`src/shared/sdw_pkg.sv`:
```
/*
 * Constants, field layouts and types for the slow clock dual watchdog.
 * Assumes a byte-wide register view placed on a 32-bit AXI4-Lite bus.
 */
package sdw_pkg;
    // ------------------------------------------------------------
    // Register indices (byte address is four times the index)
    // ------------------------------------------------------------
    localparam logic [15:0] CFG2_IDX = 16'ha0d8;
    localparam logic [15:0] LIM2L_IDX = 16'ha0d9;
    localparam logic [15:0] LIM2H_IDX = 16'ha0da;
    localparam logic [15:0] CFG3_IDX = 16'ha0db;
    localparam logic [15:0] LIM3L_IDX = 16'ha0dc;
    localparam logic [15:0] LIM3H_IDX = 16'ha0dd;
    localparam logic [15:0] STS_IDX = 16'ha0de;
    localparam logic [15:0] MASK_IDX = 16'ha0df;
    localparam logic [15:0] UNLOCK_IDX = 16'ha0e0;
    // ------------------------------------------------------------
    // Reset values
    // ------------------------------------------------------------
    localparam logic [7:0] CFG2_RST = 8'h00;
    localparam logic [7:0] LIM2L_RST = 8'hff;
    localparam logic [7:0] LIM2H_RST = 8'h0f;
    localparam logic [7:0] CFG3_RST = 8'hd1;
    localparam logic [7:0] LIM3L_RST = 8'h3f;
    localparam logic [7:0] LIM3H_RST = 8'h00;
    // ------------------------------------------------------------
    // Field positions
    // ------------------------------------------------------------
    localparam int CLR_BIT = 7;
    localparam int REN_BIT = 6;
    localparam int RF2_BIT = 5;
    localparam int IEN_BIT = 4;
    localparam int CODE_LSB = 1;
    localparam int IF_BIT = 0;
    localparam int HALT_LSB = 4;
    localparam int RF3_BIT = 0;
    localparam int EV_HIT2 = 0;
    localparam int EV_RST2 = 1;
    localparam int EV_RST3 = 2;
    // ------------------------------------------------------------
    // Codes and dividers
    // ------------------------------------------------------------
    localparam logic [2:0] HALT_KEY = 3'b101;
    localparam logic [4:0] PRE2_BASE = 5'h08;
    localparam logic [4:0] PRE3_BASE = 5'h0a;
    localparam logic [7:0] KEY1 = 8'haa;
    localparam logic [7:0] KEY2 = 8'h55;
    localparam logic [1:0] RESP_OKAY = 2'h0;
    localparam logic [1:0] RESP_SLVERR = 2'h2;
    // ------------------------------------------------------------
    // Types
    // ------------------------------------------------------------
    typedef struct packed {
        logic ren;
        logic rf;
        logic ien;
        logic [2:0] code;
        logic iflag;
    } sdw_cfg2_t;
    typedef struct packed {
        logic [2:0] halt;
        logic rf;
    } sdw_cfg3_t;
    typedef enum logic [1:0] {LK_IDLE, LK_KEY1, LK_OPEN} sdw_lock_t;
endpackage

```
`src/rtl/sdw_top.sv`:
```
/*
 * Slow clock dual watchdog: two watchdog counters, AXI4-Lite registers.
 * Assumes the slow oscillator arrives as a level on sosc_i, much slower
 * than mclk_i, and that wdt_reset_o feeds the system reset logic.
 */
// The AXI4-Lite interface to the registers was decided locally.
`timescale 1ns/1ps
`default_nettype none

module sdw_top
    import sdw_pkg::*;
(
    input wire logic mclk_i,
    input wire logic rst_i,
    input wire logic sosc_i,
    input wire logic low_power_i,
    input wire logic s_awvalid_i,
    input wire logic [31:0] s_awaddr_i,
    input wire logic s_wvalid_i,
    input wire logic [31:0] s_wdata_i,
    input wire logic [3:0] s_wstrb_i,
    input wire logic s_bready_i,
    input wire logic s_arvalid_i,
    input wire logic [31:0] s_araddr_i,
    input wire logic s_rready_i,
    output logic s_awready_o,
    output logic s_wready_o,
    output logic s_bvalid_o,
    output logic [1:0] s_bresp_o,
    output logic s_arready_o,
    output logic s_rvalid_o,
    output logic [31:0] s_rdata_o,
    output logic [1:0] s_rresp_o,
    output logic irq_o,
    output logic wdt_reset_o
);

    // ------------------------------------------------------------
    // Slow oscillator synchroniser and prescaler
    // ------------------------------------------------------------
    logic sync1_reg;
    logic sync2_reg;
    logic sync3_reg;
    logic [17:0] pre_reg;
    always_ff @(posedge mclk_i) begin
        if (rst_i) begin
            sync1_reg <= 1'b0;
            sync2_reg <= 1'b0;
            sync3_reg <= 1'b0;
        end else begin
            sync1_reg <= sosc_i;
            sync2_reg <= sync1_reg;
            sync3_reg <= sync2_reg;
        end
    end
    wire sosc_rise = sync2_reg & ~sync3_reg;
    always_ff @(posedge mclk_i) begin
        if (rst_i) begin
            pre_reg <= '0;
        end else if (sosc_rise) begin
            pre_reg <= pre_reg + 18'h00001;
        end
    end

    // ------------------------------------------------------------
    // Register state
    // ------------------------------------------------------------
    sdw_cfg2_t cfg2_reg;
    sdw_cfg2_t cfg2_next;
    sdw_cfg3_t cfg3_reg;
    sdw_cfg3_t cfg3_next;
    sdw_lock_t lk_reg;
    sdw_lock_t lk_next;
    logic [15:0] lim2_reg;
    logic [15:0] lim3_reg;
    logic [15:0] cnt2_reg;
    logic [15:0] cnt2_next;
    logic [15:0] cnt3_reg;
    logic [15:0] cnt3_next;
    logic [2:0] sts_reg;
    logic [2:0] sts_next;
    logic [2:0] mask_reg;

    // ------------------------------------------------------------
    // Tick generation
    // ------------------------------------------------------------
    wire [4:0] sh2 = PRE2_BASE + {2'b00, cfg2_reg.code};
    wire [4:0] sh3 = PRE3_BASE + {2'b00, cfg2_reg.code};
    wire [17:0] m2 = ~(18'h3ffff << sh2);
    wire [17:0] m3 = ~(18'h3ffff << sh3);
    wire tick2 = sosc_rise & ((pre_reg & m2) == m2);
    wire tick3 = sosc_rise & ((pre_reg & m3) == m3);
    wire halt3 = low_power_i & (cfg3_reg.halt == HALT_KEY);
    wire run3 = tick3 & ~halt3;
    wire hit2 = tick2 & (cnt2_reg == lim2_reg);
    wire hit3 = run3 & (cnt3_reg == lim3_reg);
    wire rst2 = hit2 & cfg2_reg.ren;

    // ------------------------------------------------------------
    // AXI4-Lite handshake
    // ------------------------------------------------------------
    logic awready_reg;
    logic bvalid_reg;
    logic [1:0] bresp_reg;
    logic arready_reg;
    logic rvalid_reg;
    logic [31:0] rdata_reg;
    logic [1:0] rresp_reg;
    wire aw_go = s_awvalid_i & s_wvalid_i & ~awready_reg & ~bvalid_reg;
    wire wr_take = awready_reg;
    wire ar_go = s_arvalid_i & ~arready_reg & ~rvalid_reg;
    wire rd_take = arready_reg;

    // ------------------------------------------------------------
    // Address decode
    // ------------------------------------------------------------
    wire wa_cfg2 = s_awaddr_i == {14'h0000, CFG2_IDX, 2'b00};
    wire wa_lim2l = s_awaddr_i == {14'h0000, LIM2L_IDX, 2'b00};
    wire wa_lim2h = s_awaddr_i == {14'h0000, LIM2H_IDX, 2'b00};
    wire wa_cfg3 = s_awaddr_i == {14'h0000, CFG3_IDX, 2'b00};
    wire wa_lim3l = s_awaddr_i == {14'h0000, LIM3L_IDX, 2'b00};
    wire wa_lim3h = s_awaddr_i == {14'h0000, LIM3H_IDX, 2'b00};
    wire wa_sts = s_awaddr_i == {14'h0000, STS_IDX, 2'b00};
    wire wa_mask = s_awaddr_i == {14'h0000, MASK_IDX, 2'b00};
    wire wa_unl = s_awaddr_i == {14'h0000, UNLOCK_IDX, 2'b00};
    wire wa_wd = wa_cfg2 | wa_lim2l | wa_lim2h | wa_cfg3 | wa_lim3l | wa_lim3h;
    wire wa_ok = wa_wd | wa_sts | wa_mask | wa_unl;
    wire wr_en = wr_take & s_wstrb_i[0];
    wire [7:0] wd = s_wdata_i[7:0];
    wire wd_open = wr_en & wa_wd & (lk_reg == LK_OPEN);
    wire w_cfg2 = wd_open & wa_cfg2;
    wire w_cfg3 = wd_open & wa_cfg3;
    wire clr2 = w_cfg2 & wd[CLR_BIT];
    wire clr3 = w_cfg3 & wd[CLR_BIT];

    wire ra_cfg2 = s_araddr_i == {14'h0000, CFG2_IDX, 2'b00};
    wire ra_lim2l = s_araddr_i == {14'h0000, LIM2L_IDX, 2'b00};
    wire ra_lim2h = s_araddr_i == {14'h0000, LIM2H_IDX, 2'b00};
    wire ra_cfg3 = s_araddr_i == {14'h0000, CFG3_IDX, 2'b00};
    wire ra_lim3l = s_araddr_i == {14'h0000, LIM3L_IDX, 2'b00};
    wire ra_lim3h = s_araddr_i == {14'h0000, LIM3H_IDX, 2'b00};
    wire ra_sts = s_araddr_i == {14'h0000, STS_IDX, 2'b00};
    wire ra_mask = s_araddr_i == {14'h0000, MASK_IDX, 2'b00};
    wire ra_unl = s_araddr_i == {14'h0000, UNLOCK_IDX, 2'b00};
    wire ra_ok = ra_cfg2 | ra_lim2l | ra_lim2h | ra_cfg3 | ra_lim3l | ra_lim3h
        | ra_sts | ra_mask | ra_unl;
    wire [7:0] cfg2_rd = {1'b0, cfg2_reg.ren, cfg2_reg.rf, cfg2_reg.ien,
        cfg2_reg.code, cfg2_reg.iflag};
    wire [7:0] cfg3_rd = {1'b0, cfg3_reg.halt, 3'b000, cfg3_reg.rf};
    // Limit addresses read back the live count
    wire [7:0] rd_byte = ra_cfg2 ? cfg2_rd :
        ra_lim2l ? cnt2_reg[7:0] :
        ra_lim2h ? cnt2_reg[15:8] :
        ra_cfg3 ? cfg3_rd :
        ra_lim3l ? cnt3_reg[7:0] :
        ra_lim3h ? cnt3_reg[15:8] :
        ra_sts ? {5'h00, sts_reg} :
        ra_mask ? {5'h00, mask_reg} :
        ra_unl ? {6'h00, lk_reg} :
        8'h00;
    wire rd_sts = rd_take & ra_sts;

    always_ff @(posedge mclk_i) begin
        if (rst_i) begin
            awready_reg <= 1'b0;
            bvalid_reg <= 1'b0;
            bresp_reg <= RESP_OKAY;
        end else begin
            awready_reg <= aw_go;
            if (wr_take) begin
                bvalid_reg <= 1'b1;
                bresp_reg <= wa_ok ? RESP_OKAY : RESP_SLVERR;
            end else if (s_bready_i) begin
                bvalid_reg <= 1'b0;
            end
        end
    end
    always_ff @(posedge mclk_i) begin
        if (rst_i) begin
            arready_reg <= 1'b0;
            rvalid_reg <= 1'b0;
            rdata_reg <= '0;
            rresp_reg <= RESP_OKAY;
        end else begin
            arready_reg <= ar_go;
            if (rd_take) begin
                rvalid_reg <= 1'b1;
                rdata_reg <= {24'h000000, rd_byte};
                rresp_reg <= ra_ok ? RESP_OKAY : RESP_SLVERR;
            end else if (s_rready_i) begin
                rvalid_reg <= 1'b0;
            end
        end
    end

    // ------------------------------------------------------------
    // Unlock sequence
    // ------------------------------------------------------------
    wire w_unl = wr_en & wa_unl;
    always_comb begin
        lk_next = lk_reg;
        case (lk_reg)
            LK_IDLE: begin
                if (w_unl && wd == KEY1) begin
                    lk_next = LK_KEY1;
                end
            end
            LK_KEY1: begin
                if (w_unl && wd == KEY2) begin
                    lk_next = LK_OPEN;
                end else if (wr_en) begin
                    lk_next = LK_IDLE;
                end
            end
            default: begin
                if (w_unl && wd == KEY1) begin
                    lk_next = LK_KEY1;
                end else if (wr_en && (wa_wd || w_unl)) begin
                    lk_next = LK_IDLE;
                end
            end
        endcase
    end

    // ------------------------------------------------------------
    // Configuration and flags
    // ------------------------------------------------------------
    always_comb begin
        cfg2_next = cfg2_reg;
        cfg3_next = cfg3_reg;
        if (w_cfg2) begin
            cfg2_next.ren = wd[REN_BIT];
            cfg2_next.ien = wd[IEN_BIT];
            cfg2_next.code = wd[CODE_LSB +: 3];
            if (!wd[RF2_BIT]) begin
                cfg2_next.rf = 1'b0;
            end
            if (!wd[IF_BIT]) begin
                cfg2_next.iflag = 1'b0;
            end
        end
        if (w_cfg3) begin
            cfg3_next.halt = wd[HALT_LSB +: 3];
            if (!wd[RF3_BIT]) begin
                cfg3_next.rf = 1'b0;
            end
        end
        // Hardware set wins over a same-cycle clear
        if (rst2) begin
            cfg2_next.rf = 1'b1;
        end
        if (hit2) begin
            cfg2_next.iflag = 1'b1;
        end
        if (hit3) begin
            cfg3_next.rf = 1'b1;
        end
    end
    assign sts_next = (rd_sts ? 3'b000 : sts_reg) | {hit3, rst2, hit2};

    // ------------------------------------------------------------
    // Counters
    // ------------------------------------------------------------
    always_comb begin
        cnt2_next = cnt2_reg;
        if (clr2 || hit2) begin
            cnt2_next = '0;
        end else if (tick2) begin
            cnt2_next = cnt2_reg + 16'h0001;
        end
        cnt3_next = cnt3_reg;
        if (clr3 || hit3) begin
            cnt3_next = '0;
        end else if (run3) begin
            cnt3_next = cnt3_reg + 16'h0001;
        end
    end

    logic irq_reg;
    logic rsto_reg;
    always_ff @(posedge mclk_i) begin
        if (rst_i) begin
            cfg2_reg <= CFG2_RST[6:0];
            cfg3_reg <= {CFG3_RST[HALT_LSB +: 3], CFG3_RST[RF3_BIT]};
            lim2_reg <= {LIM2H_RST, LIM2L_RST};
            lim3_reg <= {LIM3H_RST, LIM3L_RST};
            cnt2_reg <= '0;
            cnt3_reg <= '0;
            sts_reg <= '0;
            mask_reg <= '0;
            lk_reg <= LK_IDLE;
            irq_reg <= 1'b0;
            rsto_reg <= 1'b0;
        end else begin
            cfg2_reg <= cfg2_next;
            cfg3_reg <= cfg3_next;
            cnt2_reg <= cnt2_next;
            cnt3_reg <= cnt3_next;
            sts_reg <= sts_next;
            lk_reg <= lk_next;
            if (wd_open && wa_lim2l) begin
                lim2_reg[7:0] <= wd;
            end
            if (wd_open && wa_lim2h) begin
                lim2_reg[15:8] <= wd;
            end
            if (wd_open && wa_lim3l) begin
                lim3_reg[7:0] <= wd;
            end
            if (wd_open && wa_lim3h) begin
                lim3_reg[15:8] <= wd;
            end
            if (wr_en && wa_mask) begin
                mask_reg <= wd[2:0];
            end
            irq_reg <= (cfg2_reg.iflag & cfg2_reg.ien) | (|(sts_reg & mask_reg));
            rsto_reg <= rst2 | hit3;
        end
    end

    assign s_awready_o = awready_reg;
    assign s_wready_o = awready_reg;
    assign s_bvalid_o = bvalid_reg;
    assign s_bresp_o = bresp_reg;
    assign s_arready_o = arready_reg;
    assign s_rvalid_o = rvalid_reg;
    assign s_rdata_o = rdata_reg;
    assign s_rresp_o = rresp_reg;
    assign irq_o = irq_reg;
    assign wdt_reset_o = rsto_reg;
endmodule

`default_nettype wire

```
`config.mk`:
```
export PLATFORM = sky130hd
export DESIGN_NAME = sdw_top
export DESIGN_NICKNAME = d
export VERILOG_FILES = /design/src/shared/sdw_pkg.sv /design/src/rtl/sdw_top.sv
export SDC_FILE = /design/constraint.sdc
export NUM_CORES = 1
export LEC_CHECK = 0
export ABC_AREA = 1
export BUFFER_PORTS_ARGS = -buffer_cell sky130_fd_sc_hd__buf_4
export CAP_MARGIN = 30
export CORE_ASPECT_RATIO = 1.5
export CORE_MARGIN = 2
export CORE_UTILIZATION = 45
export DETAILED_ROUTE_END_ITERATION = 16
export HOLD_SLACK_MARGIN = 0.15
export PLACE_DENSITY = 0.71
export SLEW_MARGIN = 20
export SYNTH_ARGS = -nofsm -noshare
export SYNTH_HDL_FRONTEND = slang
export SYNTH_SLANG_ARGS = --single-unit
export TNS_END_PERCENT = 30
```
`constraint.sdc`:
```
create_clock -name mclk_i -period 4 [get_ports mclk_i]
set_input_delay 0.4 -clock mclk_i [delete_from_list [all_inputs] [get_ports mclk_i]]
set_output_delay 0.4 -clock mclk_i [all_outputs]
set_load 0.005 [all_outputs]
```
# Word level (Yosys, flattened, before mapping)
# Index checks and enable logic that the tools add are counted.
# word_totals
register_bits	122
in_bits	109
word_cells	173
# classes
n_addsub	5
n_eq_ne	31
shifts	2
muxes	27
n_bitwise	54
n_reduce_logical	25
# op_table
op	count
$eq 32x18->1 const B	18
$mux 8	6
$and 18x18->18	2
$eq 18x18->1	2
$not 18->18	2
$shl 18x5->18 const A	2
$add 16x1->16 const B	2
$eq 16x16->1	2
$and 1x1->1	23
$add 18x1->18 const B	1
$or 1x1->1	18
$mux 2	8
$add 4x3->5 const A	2
$mux 3	3
$eq 8x7->1 const B	1
$eq 8x8->1 const B	1
$logic_and 1x1->1	8
$mux 1	8
$reduce_bool 2->1	4
$not 1->1	7
$mux 6	1
$reduce_and 2->1	3
$reduce_or 2->1	3
$ne 2x1->1 const B	2
other kinds (13)	15

# Longest topological paths before layout
# logic_depth
word_depth	12
depth_mapped	16

# Worst setup path after synthesis
# OpenSTA, ideal clock, no wires.
# synth_timing
path_type	register -> register
start	reg cfg2_reg (netlist bit cfg2_rd[3])
end	reg cnt3_reg[7]
setup_ns	0.117
arrival_time_ns	1.910
setup_slack_ns	1.973
path_stages_with_launch	16
path_buffers	1
synth_period_minus_slack_ns	2.027
path_cell_list	dfxtp_1 inv_1 ha_1 inv_1 nand3_1 nand2_1 nand2_1 nor3_2 nand2_1 inv_2 nand2_1 nand2_1 inv_2 o21ai_4 buf_6 nor2_2
# synth_via
elab_chain_cells	10
# synth_lines
item	line	rtl
start, declared	sdw_top.sv:68	sdw_cfg2_t cfg2_reg;
start signal, assigned	sdw_top.sv:283	cfg2_reg <= CFG2_RST[6:0];
start signal, assigned	sdw_top.sv:295	cfg2_reg <= cfg2_next;
$add 4x3->5 *	sdw_top.sv:88	wire [4:0] sh3 = PRE3_BASE + {2'b00, cfg2_reg.code};
$shl 18x5->18 *	sdw_top.sv:90	wire [17:0] m3 = ~(18'h3ffff << sh3);
$not 18->18 *	sdw_top.sv:90	
$and 18x18->18	sdw_top.sv:92	wire tick3 = sosc_rise & ((pre_reg & m3) == m3);
$eq 18x18->1 *	sdw_top.sv:92	
$and 1x1->1 *	sdw_top.sv:92	
$and 1x1->1 *	sdw_top.sv:94	wire run3 = tick3 & ~halt3;
$and 1x1->1	sdw_top.sv:96	wire hit3 = run3 & (cnt3_reg == lim3_reg);
$logic_or 1x1->1	sdw_top.sv:272	if (clr3 || hit3) begin
$reduce_or 2->1 (no source line)	-	
end signal, assigned	sdw_top.sv:298	cnt3_reg <= cnt3_next;
end, declared	sdw_top.sv:78	logic [15:0] cnt3_reg;
# Every way passes the cells marked *; elsewhere a longest branch is shown, timed or not.
# A chain may end at the register's enable or synchronous reset.

# Worst setup path in the final report
# layout_timing
start	reg cfg2_reg (netlist bit cfg2_rd[2])
end	reg cnt3_reg[4]
# The elaborated chain is that of the path after synthesis.

==> impl_metrics.toml <==
[cells_and_area]
nFillCells = 1531
final_nets = 1292
areaGrowthSynthToFinish_pct = 19.5
largest_reg_flops = 17
antennaDiodeCount = 0
post-route-util_pct = 54.7
drive_above_1_share_pct = 14.8

[synth]
synthAdderAreaFrac_pct = 1.41
synth_top_family_by_area = "simple AND/OR/NAND/NOR gates"
syn_inst = 1080
syn_avg_cell_area_um2 = 6.59
syn_area_um2 = 7120
async_flop_share_pct = 0
synthFlopType = "dfxtp_1"
yosysMostFrequentCell = "nand2_1"
synth_compound_gate_area_share_pct = 11.6
synth_xor_area_share_pct = 5.66
synth_seq_cells = 119
synth_common_cells = "230 x nand2_1, 156 x nor2_1, 141 x inv_1"
synth-edff-count = 0
synth_top_area_cell = "dfxtp_1"
yosys_warnings = 0
yosysTopAreaCellShare_pct = 33.5
yosysSeqAreaShare_pct = 33.5
yosys.area_share.simple_pct = 35.5
ys_types = 49
yosys-top-cells-area = "dfxtp_1 33%, nand2_1 12%, nor2_1 8.2%"
synth_mux_area_share_pct = 0

[grt]
grt.total_usage_pct = 24.4
antenna_found_initial = 0
top_usage_layer = "met2"
grt_pass1_vias = 6722
grt_pass1_wl_um = 32300
grt_use_met2_pct = 45.0
met1_usage_pct = 25.7
grt_use_met3_pct = 4.53
grt_overflow_total = 0
grt_max_degree = 40

[timing]
setup-violations-final = 0
finalClockSkew_ps = 8.03
rsz0062_at_grt = "no"
slew_headroom_pct = 47.2
fmax_mhz = 386
worstMarginPinSlew_ps = 787
timing_hold_violations_final = 0
slew_violations = 0
period_share_pct = 64.7
finalCriticalPeriod_ps = 2590
holdWs_ps = 184
setup_tns_ps = 0

[flow_run]
drv_cap = 0

[worst_setup_path]
path_max_fanout = 7
startpoint_type = "flip-flop"
arrival_ps = 2870
worstPathRequired_ps = 4280
rr_worst_depth = 13
crit_path_end_kind = "flip-flop"
r2r-start = "cfg2_rd[2]"
path_class = "reg2reg"
reg2reg_to = "cnt3_reg[4]"
r2r_slack_ps = 1410

[clock_tree]
cts_tree = "built"
clk_pin_slew_ps = 60
post_cts_buffers = 0
cts_resized = 0
ctsHoldBuffers = 0
clkLatencyLatePin_ps = 420
cts_buffers = 17
clock_path_buffers = 2
clock-root-buffer = "clkbuf_16"
htree_levels = 4
cts_sinks = 119

[hold_path]
whs_path_depth = 3
min_path_type = "in2reg"
hold_start = "sosc_i"
hold-path-endpoint = "sync1_reg"

[die]
io_pins = 152
core_um2 = 15600
die_h_um = 158
dieArea_um2 = 16900
die_x_um = 107
start_util_pct = 45.8
rows = 56

[placement]
gp_congestion = 0.936
hpwl_um = 15200
io_buffers = 98

[detailed_routing]
viasPerCell = 5.21
routed_wl_um = 19900
drt_iter0_markers = 436
antenna_left = 0
drcViolationCount = 0
firstDrtPassIters = 5
vias = 7235
drt-wirelength-per-cell_um = 14.3

[pwr]
p_leak_nw = 3.76
powerDensity_nw_per_um2 = 341
irDropWorstVdd_mv = 0.157

[run_status]
status = "finished, final reports clean"
==> critical path: stages, from the launching register on <==
cell	delay, ps
dfxtp_1	460
inv_2	120
ha_1	330
inv_1	130
nand3_1	90
nand2_1	90
nand2_1	70
nor3_2	290
nand2_1	200
inv_2	120
nand3_1	100
nor2_2	230
xor2_1	170
nor2_1	60
==> worst max path at each step <==
stage | from | to | cells past startpoint
floorplan | cfg2_rd[3] | cnt3_reg[7] | 15
global placement | s_awaddr_i[29] | cnt2_reg[3] | 11
detailed placement | s_awaddr_i[29] | cnt2_reg[3] | 11
CTS | cfg2_rd[2] | cnt3_reg[3] | 14
global route | cfg2_rd[3] | cnt3_reg[6] | 14
finish | cfg2_rd[2] | cnt3_reg[4] | 13
==> layer usage <==
metal	wire, µm	share of wire, %	vias up
met5	0	0	-
met4	989	5.0	0
met3	829	4.2	55
met2	10400	52	214
met1	7720	39	3326
li1	-	-	3640
==> where the power goes <==
part / internal [mW] / total (mW) / switching, mW / leakage (nW)
Clock: 0.978 / 1.52 / 0.541 / 0.282
Sequential: 1.19 / 1.20 / 0.00847 / 0.961
Combinational: 0.0799 / 0.177 / 0.0975 / 2.52
Total: 2.25 / 2.90 / 0.647 / 3.76
==> cells in the final DEF, fill, tap and decap left out, types with 3 or more instances in the layout <==
cell type,Yosys,layout
a211oi_1,7,7
a21oi_1,53,53
a221oi_1,3,3
a31oi_1,4,4
buf_4,27,100
clkbuf_1,14,3
clkbuf_16,0,17
clkbuf_8,0,4
conb_1,1,26
dfxtp_1,119,119
ha_1,8,8
inv_1,141,141
inv_2,11,11
nand2_1,230,230
nand2_2,3,3
nand3_1,62,62
nand4_1,38,38
nand4_2,3,3
nor2_1,156,156
nor2_2,17,17
nor3_1,28,28
nor3_2,3,3
nor4_1,10,10
o211ai_1,19,19
o21ai_0,40,40
or2_2,4,4
xnor2_1,20,20
xor2_1,26,26
==> kinds of logic (layout without fill, tap and decap cells) <==
| logic type | count (synthesis) | in the layout |
|---|---|---|
| AND/OR/NAND/NOR | 564 | 564 |
| buffers and inverters | 203 | 285 |
| AO/OA/AOI/OAI | 139 | 139 |
| flip-flops | 119 | 119 |
| XOR/XNOR | 46 | 46 |
| adder cells (fa/ha/maj) | 8 | 8 |
| other | 1 | 26 |
==> metrics by stage <==
step                      setup slack [ps]  cells  total power [mW]  instance area, µm²
after detailed placement              1400   1359              1.40                7920
after floorplan                       1970   1105              1.32                7210
final                                 1410   1390              2.90                8500
after CTS                             1420   1390              2.91                8500
after global routing                  1110   1390              2.99                8500
after global placement                1390   1359              1.40                7920
==> final cells by class <==
| type | instances | area (µm²) | area share, % |
|---|---|---|---|
| tap | 203 | 254 | 2.99 |
| sequential | 119 | 2380 | 28.0 |
| clock inverter | 7 | 93.8 | 1.10 |
| multi-input combinational | 783 | 3950 | 46.5 |
| timing repair buffer | 100 | 751 | 8.83 |
| inverter | 154 | 578 | 6.80 |
| clock buffer | 24 | 492 | 5.78 |
Power figures use the tool's default switching activity.
